`src/design/auxc_consts.vh`:
```
`ifndef AUXC_CONSTS_VH
`define AUXC_CONSTS_VH

// ==========================================================================
// Register offsets.
// ==========================================================================
`define AUXC_OFS_CONV_CTRL 8'h93
`define AUXC_OFS_THR0 8'h94
`define AUXC_OFS_THR1 8'h95
`define AUXC_OFS_THR2 8'h96
`define AUXC_OFS_THR3 8'h97
`define AUXC_OFS_RB_A 8'ha9
`define AUXC_OFS_RB_B 8'haa
`define AUXC_OFS_POWER 8'hc0
`define AUXC_OFS_AUX_CFG 8'hcd
`define AUXC_OFS_RB1 8'hd6
`define AUXC_OFS_RB2 8'hd7

// ==========================================================================
// Field positions and reset values.
// ==========================================================================
`define AUXC_CTRL_SRC1_LSB 0
`define AUXC_CTRL_SRC2_LSB 3
`define AUXC_CTRL_AVG1_BIT 6
`define AUXC_CTRL_AVG2_BIT 7
`define AUXC_CTRL_LEN_LSB 8
`define AUXC_CTRL_RESET 16'h0000
`define AUXC_THR_RESET 16'h0000
`define AUXC_POWER_RESET 16'h0000
`define AUXC_CFG_RESET 16'h0000
`define AUXC_POWER_BIAS_BIT 6
`define AUXC_CFG_SQ_CH_BIT 0
`define AUXC_RB_HIGH_BIT 10
`define AUXC_RB_LOW_BIT 11
`define AUXC_SRC_OFF 3'h0
`define AUXC_SRC_MAX 3'h4
`define AUXC_ROUND_HALF 19'h00080

// ==========================================================================
// Timing: one conversion per channel every conversion period.
// ==========================================================================
`define AUXC_CLK_MHZ 200
`define AUXC_CONV_TIME_NS 10000
`define AUXC_CONV_CYCLES ((`AUXC_CONV_TIME_NS * `AUXC_CLK_MHZ) / 1000)
`define AUXC_CONV_LAST 16'h07cf

`endif

```
`src/design/auxc_top.v`:
```
`timescale 1ns/1ps
`include "auxc_consts.vh"
// Summary of operation
// - Each channel takes its input from the pin its own source field selects.
// - A channel converts continuously while its source is valid, never while off.
// - Converters run only while the reference power bit 6 is set.
// - Averaging enabled by control bits; averaging length resets to zero.
// - New average is old plus (sample minus old) over two to (length plus one).
// - Length usable up to seven, giving the sample 0.390625 percent weight.
// - Per-channel high and low thresholds compare the averaged or raw value.
// - Event on first rise past high or first fall past low only.
// - A high event re-arms low and a low event re-arms high.
// - Readback word holds the result and the threshold status together.
// - A channel with thresholds can act as the squelch comparator.
// - In quadrature mode squelch comes from the processing path; channels stay free.
module auxc_top (
  input wire clk_sys,
  input wire resetn,
  input wire reg_wr,
  input wire reg_rd,
  input wire [7:0] reg_addr,
  input wire [15:0] reg_wdata,
  output reg [15:0] reg_rdata,
  input wire [9:0] ain0,
  input wire [9:0] ain1,
  input wire [9:0] ain2,
  input wire [9:0] ain3,
  input wire iq_mode,
  input wire iq_squelch,
  output reg [1:0] irq_high,
  output reg [1:0] irq_low,
  output reg [1:0] conv_active,
  output reg squelch_out
);

  // ========================================================================
  // Functions.
  // ========================================================================

  // Tells whether a source code names an input pin.
  function src_valid;
    input [2:0] src;
    begin
      src_valid = (src != `AUXC_SRC_OFF) && (src <= `AUXC_SRC_MAX);
    end
  endfunction

  // One rolling-average step with 8 fraction bits and rounding.
  // Adding half a step before the shift rounds to nearest, so a steady input settles to within half an LSB of the sample.
  function [17:0] avg_step;
    input [17:0] avg;
    input [9:0] smp;
    input [2:0] len;
    reg signed [19:0] diff;
    reg signed [19:0] step;
    begin
      diff = $signed({2'b00, smp, 8'h00}) - $signed({2'b00, avg});
      step = (diff + (20'sd1 <<< len)) >>> ({1'b0, len} + 4'd1);
      avg_step = avg + step[17:0];
    end
  endfunction

  // Rounds the average back to a 10-bit result, saturating at full scale.
  function [9:0] avg_result;
    input [17:0] avg;
    reg [18:0] tmp;
    begin
      tmp = {1'b0, avg} + `AUXC_ROUND_HALF;
      avg_result = tmp[18] ? 10'h3ff : tmp[17:8];
    end
  endfunction

  // ========================================================================
  // Reset release and input synchronisers.
  // ========================================================================
  reg rst_s1_q;
  reg rst_s2_q;
  wire rst_n;

  // Releases the asynchronous reset through two flip-flops.
  always @(posedge clk_sys or negedge resetn) begin
    if (!resetn) begin
      rst_s1_q <= 1'b0;
      rst_s2_q <= 1'b0;
    end else begin
      rst_s1_q <= 1'b1;
      rst_s2_q <= rst_s1_q;
    end
  end
  // Every other flop resets from this copy, so all of them leave reset on the same edge.
  assign rst_n = rst_s2_q;

  reg [39:0] pin_s1_q;
  reg [39:0] pin_s2_q;

  // Brings the converter pin words into the clock domain.
  always @(posedge clk_sys or negedge rst_n) begin
    if (!rst_n) begin
      pin_s1_q <= 40'h0000000000;
      pin_s2_q <= 40'h0000000000;
    end else begin
      pin_s1_q <= {ain3, ain2, ain1, ain0};
      pin_s2_q <= pin_s1_q;
    end
  end

  reg [39:0] pin_s3_q;
  reg [39:0] pin_word_q;

  // Takes a pin word only once it has held for two cycles.
  // A word caught while its bits are still changing thus never reaches a channel.
  always @(posedge clk_sys or negedge rst_n) begin
    if (!rst_n) begin
      pin_s3_q <= 40'h0000000000;
      pin_word_q <= 40'h0000000000;
    end else begin
      pin_s3_q <= pin_s2_q;
      if (pin_s2_q == pin_s3_q) begin
        pin_word_q <= pin_s2_q;
      end
    end
  end

  // Picks the pin word a source code selects.
  function [9:0] pin_sel;
    input [39:0] pins;
    input [2:0] src;
    begin
      case (src)
        3'h1: pin_sel = pins[9:0];
        3'h2: pin_sel = pins[19:10];
        3'h3: pin_sel = pins[29:20];
        3'h4: pin_sel = pins[39:30];
        // Codes five to seven select no pin and read as zero.
        default: pin_sel = 10'h000;
      endcase
    end
  endfunction

  // ========================================================================
  // Register file.
  // ========================================================================
  reg [15:0] ctrl_q;
  reg [15:0] power_q;
  reg [15:0] cfg_q;
  reg [9:0] thr_high_q [0:1];
  reg [9:0] thr_low_q [0:1];
  reg [1:0] newsrc_q;
  wire [2:0] src1;
  wire [2:0] src2;
  wire [2:0] avg_len;
  wire bias_on;
  wire ctrl_wr;

  assign src1 = ctrl_q[`AUXC_CTRL_SRC1_LSB +: 3];
  assign src2 = ctrl_q[`AUXC_CTRL_SRC2_LSB +: 3];
  assign avg_len = ctrl_q[`AUXC_CTRL_LEN_LSB +: 3];
  assign bias_on = power_q[`AUXC_POWER_BIAS_BIT];
  assign ctrl_wr = reg_wr && (reg_addr == `AUXC_OFS_CONV_CTRL);

  // Stores host writes; a changed source flags its channel for a fresh start.
  always @(posedge clk_sys or negedge rst_n) begin
    if (!rst_n) begin
      ctrl_q <= `AUXC_CTRL_RESET;
      power_q <= `AUXC_POWER_RESET;
      cfg_q <= `AUXC_CFG_RESET;
      thr_high_q[0] <= 10'h000;
      thr_low_q[0] <= 10'h000;
      thr_high_q[1] <= 10'h000;
      thr_low_q[1] <= 10'h000;
      newsrc_q <= 2'b11;
    end else begin
      newsrc_q <= 2'b00;
      if (ctrl_wr) begin
        ctrl_q <= reg_wdata;
        newsrc_q[0] <= (reg_wdata[`AUXC_CTRL_SRC1_LSB +: 3] != src1);
        newsrc_q[1] <= (reg_wdata[`AUXC_CTRL_SRC2_LSB +: 3] != src2);
      end
      if (reg_wr) begin
        case (reg_addr)
          `AUXC_OFS_THR0: thr_high_q[0] <= reg_wdata[9:0];
          `AUXC_OFS_THR1: thr_low_q[0] <= reg_wdata[9:0];
          `AUXC_OFS_THR2: thr_high_q[1] <= reg_wdata[9:0];
          `AUXC_OFS_THR3: thr_low_q[1] <= reg_wdata[9:0];
          `AUXC_OFS_POWER: power_q <= reg_wdata;
          `AUXC_OFS_AUX_CFG: cfg_q <= reg_wdata;
          // Writes to read-only or unknown offsets change nothing.
          default: ;
        endcase
      end
    end
  end

  // ========================================================================
  // Conversion timer.
  // ========================================================================
  // The timer never stops, so a newly started channel waits at most one period.
  localparam [15:0] CONV_LAST = `AUXC_CONV_LAST;
  reg [15:0] timer_q;
  wire tick;

  assign tick = (timer_q == CONV_LAST);

  // Free-running period counter; each wrap is one conversion on every active channel.
  always @(posedge clk_sys or negedge rst_n) begin
    if (!rst_n) begin
      timer_q <= 16'h0000;
    end else if (tick) begin
      timer_q <= 16'h0000;
    end else begin
      timer_q <= timer_q + 16'h0001;
    end
  end

  // ========================================================================
  // Channel datapath: averaging, thresholds and arming.
  // ========================================================================
  reg [17:0] avg_q [0:1];
  reg [9:0] res_q [0:1];
  reg [1:0] first_q;
  reg [1:0] arm_high_q;
  reg [1:0] arm_low_q;
  reg [1:0] above_q;
  reg [1:0] below_q;
  reg [1:0] run;
  reg [2:0] csrc [0:1];
  reg [9:0] smp [0:1];
  reg [17:0] nxt_avg [0:1];
  reg [9:0] val [0:1];
  integer c;
  integer n; // Loop index of the combinational process only.

  // Works out each channel's sample, next average and compare value.
  always @* begin
    csrc[0] = src1;
    csrc[1] = src2;
    for (n = 0; n < 2; n = n + 1) begin
      run[n] = bias_on && src_valid(csrc[n]);
      smp[n] = pin_sel(pin_word_q, csrc[n]);
      if (ctrl_q[`AUXC_CTRL_AVG1_BIT + n] && !first_q[n]) begin
        nxt_avg[n] = avg_step(avg_q[n], smp[n], avg_len);
      end else begin
        nxt_avg[n] = {smp[n], 8'h00};
      end
      val[n] = avg_result(nxt_avg[n]);
    end
  end

  // Runs a conversion per active channel on each tick and checks thresholds.
  // A source change or a stopped channel wins over a tick in the same cycle.
  // A stale sample therefore never fires an event.
  always @(posedge clk_sys or negedge rst_n) begin
    if (!rst_n) begin
      avg_q[0] <= 18'h00000;
      avg_q[1] <= 18'h00000;
      res_q[0] <= 10'h000;
      res_q[1] <= 10'h000;
      first_q <= 2'b11;
      arm_high_q <= 2'b11;
      arm_low_q <= 2'b11;
      above_q <= 2'b00;
      below_q <= 2'b00;
      irq_high <= 2'b00;
      irq_low <= 2'b00;
      conv_active <= 2'b00;
    end else begin
      conv_active <= run;
      irq_high <= 2'b00;
      irq_low <= 2'b00;
      for (c = 0; c < 2; c = c + 1) begin
        if (newsrc_q[c] || !run[c]) begin
          first_q[c] <= 1'b1;
          arm_high_q[c] <= 1'b1;
          arm_low_q[c] <= 1'b1;
        end else if (tick) begin
          first_q[c] <= 1'b0;
          avg_q[c] <= nxt_avg[c];
          res_q[c] <= val[c];
          above_q[c] <= (val[c] > thr_high_q[c]);
          below_q[c] <= (val[c] < thr_low_q[c]);
          if (val[c] > thr_high_q[c] && arm_high_q[c]) begin
            irq_high[c] <= 1'b1;
            arm_high_q[c] <= 1'b0;
            arm_low_q[c] <= 1'b1;
          end else if (val[c] < thr_low_q[c] && arm_low_q[c]) begin
            irq_low[c] <= 1'b1;
            arm_low_q[c] <= 1'b0;
            arm_high_q[c] <= 1'b1;
          end
        end
      end
    end
  end

  // ========================================================================
  // Squelch output.
  // ========================================================================

  // Tracks the chosen channel's hysteresis state, or the processing path in quadrature mode.
  // The arming state already holds the hysteresis, so no extra filter is needed.
  always @(posedge clk_sys or negedge rst_n) begin
    if (!rst_n) begin
      squelch_out <= 1'b0;
    end else if (iq_mode) begin
      squelch_out <= iq_squelch;
    end else begin
      squelch_out <= !arm_high_q[cfg_q[`AUXC_CFG_SQ_CH_BIT]];
    end
  end

  // ========================================================================
  // Readback.
  // ========================================================================

  // Packs a channel's result and threshold status into one word.
  function [15:0] rb_word;
    input [9:0] res;
    input above;
    input below;
    begin
      rb_word = {4'h0, below, above, res};
    end
  endfunction

  // Returns the addressed word one cycle after a read strobe; others read zero.
  // A read never touches the arming state, so the host may poll freely.
  always @(posedge clk_sys or negedge rst_n) begin
    if (!rst_n) begin
      reg_rdata <= 16'h0000;
    end else if (reg_rd) begin
      case (reg_addr)
        `AUXC_OFS_RB1, `AUXC_OFS_RB_A: reg_rdata <= rb_word(res_q[0], above_q[0], below_q[0]);
        `AUXC_OFS_RB2, `AUXC_OFS_RB_B: reg_rdata <= rb_word(res_q[1], above_q[1], below_q[1]);
        default: reg_rdata <= 16'h0000;
      endcase
    end
  end

endmodule // auxc_top

```
`config.mk`:
```
export PLATFORM = sky130hd
export DESIGN_NAME = auxc_top
export DESIGN_NICKNAME = d
export VERILOG_FILES = /design/src/design/auxc_top.v
export VERILOG_INCLUDE_DIRS = /design/src /design/src/design
export SDC_FILE = /design/constraint.sdc
export NUM_CORES = 1
export LEC_CHECK = 0
export ABC_AREA = 0
export BUFFER_PORTS_ARGS = -buffer_cell sky130_fd_sc_hd__buf_2
export CORE_MARGIN = 2
export CORE_UTILIZATION = 68
export DETAILED_ROUTE_END_ITERATION = 6
export PLACE_DENSITY = 0.87
export SLEW_MARGIN = 20
export SYNTH_ARGS = -nofsm -noshare
export SYNTH_HDL_FRONTEND = slang
export SYNTH_SLANG_ARGS = --single-unit
```
`constraint.sdc`:
```
create_clock -name clk_sys -period 26.2 [get_ports clk_sys]
set_input_delay 2.62 -clock clk_sys [delete_from_list [all_inputs] [get_ports clk_sys]]
set_output_delay 2.62 -clock clk_sys [all_outputs]
set_load 0.01 [all_outputs]
```
# Yosys cells after proc, flatten, opt, wreduce, memory -nomap -nowiden
# Cells that the tools add are included.
[totals]
regBits = 328
latchBits = 0
mem_bits_rw = 0
romBits = 0
input_bits = 70
output_inout_bits = 23
wordCells = 160
mem_count = 0
[classes]
n_addsub = 10
multipliers = 0
n_div = 0
n_lt_le_gt_ge = 7
n_eq_ne = 23
n_shift = 3
n_mux = 45
bitwise = 2
reduce_logical = 36
[op_table]
columns = ["op", "count"]
rows = [
  ["$eq 8x8->1 const B", 11],
  ["$pmux 10 s4", 2],
  ["$add 19x20->20", 2],
  ["$eq 40x40->1", 1],
  ["$sshr 20x4->18", 2],
  ["$add 18x8->19 const B", 2],
  ["$sub 18x18->19", 2],
  ["$add 18x18->18", 2],
  ["$mux 1", 36],
  ["$mux 18", 2],
  ["$pmux 12 s2", 1],
  ["$gt 10x10->1", 2],
  ["$lt 10x10->1", 2],
  ["$mux 10", 2],
  ["$reduce_and 2->1", 10],
  ["$sshl 2x3->20 const A", 1],
  ["$add 16x1->16 const B", 1],
  ["$eq 16x11->1 const B", 1],
  ["$mux 16", 1],
  ["$eq 3x2->1 const B", 4],
  ["$reduce_bool 3->1", 4],
  ["$logic_and 1x1->1", 11],
  ["$eq 3x1->1 const B", 2],
  ["$eq 3x3->1 const B", 2],
  ["other kinds (10)", 20],
]

# Longest topological paths before layout
[logic_depth]
depth_word = 15
ltp_mapped = 52

# Least setup slack after synthesis
# OpenSTA, ideal clock, no wires.
[synth_path]
path_type = "register to register"
from = "reg ctrl_q[4]"
to = "reg arm_low_q[1]"
setup_ns = 0.077
arrival_ns = 10.487
path_slack_ns = 15.636
path_stages_with_launch = 49
path_buffers = 6
synth_period_minus_slack_ns = 10.564
path_cell_list = "dfrtp_1 clkbuf_1 buf_1 nor2_1 ha_1 clkbuf_1 clkbuf_1 nand2_1 a21oi_1 a21oi_1 o21ai_0 ha_1 nand2b_1 nor4_2 or2_1 buf_2 a2111o_1 a221o_1 [... 13 more ...] a21boi_0 and3_1 o311ai_4 buf_2 nand2_1 ha_1 a21o_1 a21o_1 a21o_1 a21oi_1 nor2b_1 o21ai_0 nand2b_1 a21o_1 or4b_2 a41oi_1 o21ai_1 a21o_1"
[synth_rtl]
columns = ["element", "line_no", "text"]
rows = [
  ["start: declaration", "auxc_top.v:143", "reg [15:0] ctrl_q;"],
  ["start signal: assignment", "auxc_top.v:164", "ctrl_q <= `AUXC_CTRL_RESET;"],
  ["start signal: assignment", "auxc_top.v:175", "ctrl_q <= reg_wdata;"],
  ["end signal: assignment", "auxc_top.v:260", "arm_low_q <= 2'b11;"],
  ["end signal: indexed assignment", "auxc_top.v:274", "arm_low_q[c] <= 1'b1;"],
  ["end signal: indexed assignment", "auxc_top.v:284", "arm_low_q[c] <= 1'b1;"],
  ["end: declaration", "auxc_top.v:222", "reg [1:0] arm_low_q;"],
]

==> impl_metrics.json <==
{
  "synthCells": 2121,
  "min_path_type": "reg -> async",
  "antenna_cells": 0,
  "crit_family": "compound AO/OA/AOI/OAI gates",
  "synth_edf_count": 0,
  "nNetsFinal": 2370,
  "grt_max_degree": 197,
  "cts_buffer_depth": 3,
  "fillers": 1957,
  "grt_pass1_vias": 16300,
  "finClkSkew_ns": 0.0177,
  "initial_core_util": 0.685,
  "clkPwrFrac": 0.405,
  "worstSetupStartpoint": "ctrl_q[0]",
  "mostFrequentLayoutCells": "309 x dfrtp_1, 188 x nand2_1, 149 x nor2_1, 136 x o21ai_0, 125 x ha_1",
  "wirelength_mm": 52.4,
  "synth-seq-cells": 318,
  "grt-ovfl-total": 0,
  "dominantRegCellSynth": "dfrtp_1",
  "postCtsSetupRepairBufs": 0,
  "r2r_slack_ns": 12.84,
  "rows": 63,
  "p_per_area_nw_per_um2": 60.1,
  "status": "finished clean",
  "root_buffer": "clkbuf_16",
  "postPlaceCellArea_um2": 20900,
  "r2r_cells": 42,
  "fin_crit_sh": 0.510,
  "via_count": 16800,
  "ir_drop_mv": 0.0950,
  "power.leakage_nw": 10.4,
  "clk_pin_slew_ns": 0.06,
  "rr_endpoint": "arm_high_q[0]",
  "clock_latency_ns": 0.53,
  "cts.sinks": 318,
  "drive_above_1_share": 0.138,
  "synth_seq_area_share": 0.396,
  "seq_power_share": 0.391,
  "routabilityCongestion": 0.946,
  "layout_commonest_cell": "dfrtp_1",
  "hold_ws_ns": 0.340,
  "areaGrowthSynthToFinish_pct": 10.1,
  "internal_power_mw": 0.951,
  "switching_power_mw": 0.382,
  "async_flop_share": 1.00,
  "synth_area_leaders": "dfrtp_1 39%, ha_1 7.8%, mux2_2 4.6%",
  "cts_made_buffers": 34,
  "crit_type": "reg -> reg",
  "final_cells": 2586,
  "vias_per_cell": 6.49,
  "io_buffers": 83,
  "io_pins": 93,
  "startpoint_type": "flop",
  "rsz0062_at_grt": "false",
  "die_x_um": 176,
  "synth_area_um2": 20100,
  "grt_pass1_wl_mm": 84.1,
  "path_max_fanout": 24,
  "slew_violations": 0,
  "cp.required_ns": 26.64,
  "max_slew_margin": 0.223,
  "r2r-start": "ctrl_q[0]",
  "synth.largest_area_cell": "dfrtp_1",
  "tritoncts": "done",
  "placed_cells": 2523,
  "max_freq_ghz": 0.0749,
  "finalSetupViolations": 0,
  "crit_buf_inv": 0,
  "core-area_um2": 29400,
  "hold_viol_final": 0,
  "die-area_um2": 31000,
  "ys_types": 93,
  "dp_slack_ns": 13.42,
  "drcViolationCount": 0,
  "drt_iter0_markers": 1648,
  "hold_buffers": 0,
  "h-tree-depth": 2,
  "finalSetupTns_ns": 0,
  "wl_per_cell_um": 20.3,
  "drv_cap": 0,
  "endpoint_kind": "flop",
  "post-dp-hpwl_mm": 37.9,
  "fin_area_um2": 22200,
  "swShare": 0.287,
  "gr-usage-all-layers": 0.338,
  "tightestPinTransition_ns": 1.16,
  "slowest_stage": "nor2_1",
  "setup_ws_ns": 12.84,
  "finalPower_mw": 1.33,
  "slowest_delay_ns": 0.91,
  "fin_crit_ns": 13.36,
  "die_h_um": 176,
  "comb_power_share": 0.204,
  "antenna_found_initial": 0,
  "yosys_warnings": 0,
  "final_core_util": 0.755,
  "ant_nets": 0,
  "first_pass_iters": 6,
  "synth_top_area_frac": 0.385,
  "cts_resized": 0,
  "syn_avg_cell_area_um2": 9.50,
  "cp.arrival_ns": 13.80
}
-- flip-flops by register name, indices dropped and copies added, names as in the netlist, 12 cells and up --
signal	count
res_q	20
pin_s2_q	40
pin_s3_q	40
pin_s1_q	40
avg_q	36
timer_q	16
reg_rdata	12
thr_low_q	20
thr_high_q	20
pin_sel.pins	40
-- synthesized netlist by cell type, types with 10 or more instances --
| cell type | count |
|---|---|
| nor4_1 | 24 |
| nor2b_1 | 30 |
| o21ai_0 | 136 |
| dfrtp_1 | 310 |
| mux2i_1 | 53 |
| a211oi_1 | 26 |
| o211ai_1 | 16 |
| nand4_1 | 28 |
| nor3b_1 | 10 |
| a22oi_1 | 20 |
| a21oi_1 | 123 |
| and2_1 | 23 |
| xor2_1 | 75 |
| buf_1 | 11 |
| o31ai_1 | 20 |
| o22ai_1 | 12 |
| o21a_1 | 20 |
| and3_1 | 13 |
| nand2b_1 | 12 |
| a31oi_1 | 29 |
| ha_1 | 126 |
| nand3_1 | 46 |
| xnor2_1 | 64 |
| a21o_1 | 46 |
| nor3_1 | 31 |
| nand2_1 | 188 |
| nor2_1 | 150 |
| or3_1 | 15 |
| inv_1 | 104 |
| mux2_2 | 83 |
| clkbuf_1 | 73 |
-- metal layers --
layer	routed length (um)	global-route usage	up-vias
li1	-	-	7796
met3	3650	0.0556	149
met2	25800	0.576	713
met1	21200	0.441	8113
met4	1810	0.114	0
met5	0	0	-
-- worst register-to-register path: cells and delay by family, from the launching register on --
kind,cells,cell delay (ns)
fa+ha+maj,4,1.71
flops,1,0.67
mux,3,0.76
xor+xnor,1,0.40
simple gates,14,4.30
compound gates,20,5.46
-- power by group through the flow --
stage          sequential (mW)  clock (mW)  combinational (mW)
2_1_floorplan            0.531           0               0.199
3_3_place_gp             0.528           0               0.255
3_5_place_dp             0.530           0               0.262
4_1_cts                  0.521       0.544               0.265
5_1_grt                  0.523       0.565               0.299
6_report                 0.521       0.540               0.272
-- cell families after synthesis --
logic type | Yosys count | synth area share
AO/OA/AOI/OAI | 565 | 0.184
XOR/XNOR | 139 | 0.0604
adder cells (fa/ha/maj) | 130 | 0.0822
buffers and inverters | 196 | 0.0378
flip-flops | 318 | 0.396
multiplexers | 146 | 0.0832
other | 2 | 0.000373
AND/OR/NAND/NOR | 625 | 0.156
-- how the worst max path moves through the flow --
stage	depth (start not counted)	end	slack, ns
6_report	42	arm_high_q[0]	12.84
5_1_grt	42	arm_high_q[0]	12.01
2_1_floorplan	48	arm_low_q[1]	15.64
3_5_place_dp	42	arm_high_q[0]	13.42
3_3_place_gp	42	arm_high_q[0]	13.70
4_1_cts	42	arm_high_q[0]	13.32
-- cell type report --
type                    instances  area, um2  share of cell area
clock inverters                22        345              0.0156
clock buffers                  40        925              0.0417
flip-flops and latches        318       7970               0.359
inverters                     104        390              0.0176
well taps                     390        488              0.0220
multi-input cells            1610      11500               0.517
repair buffers                102        594              0.0268
Note: power is estimated with default switching activity, not from simulation.
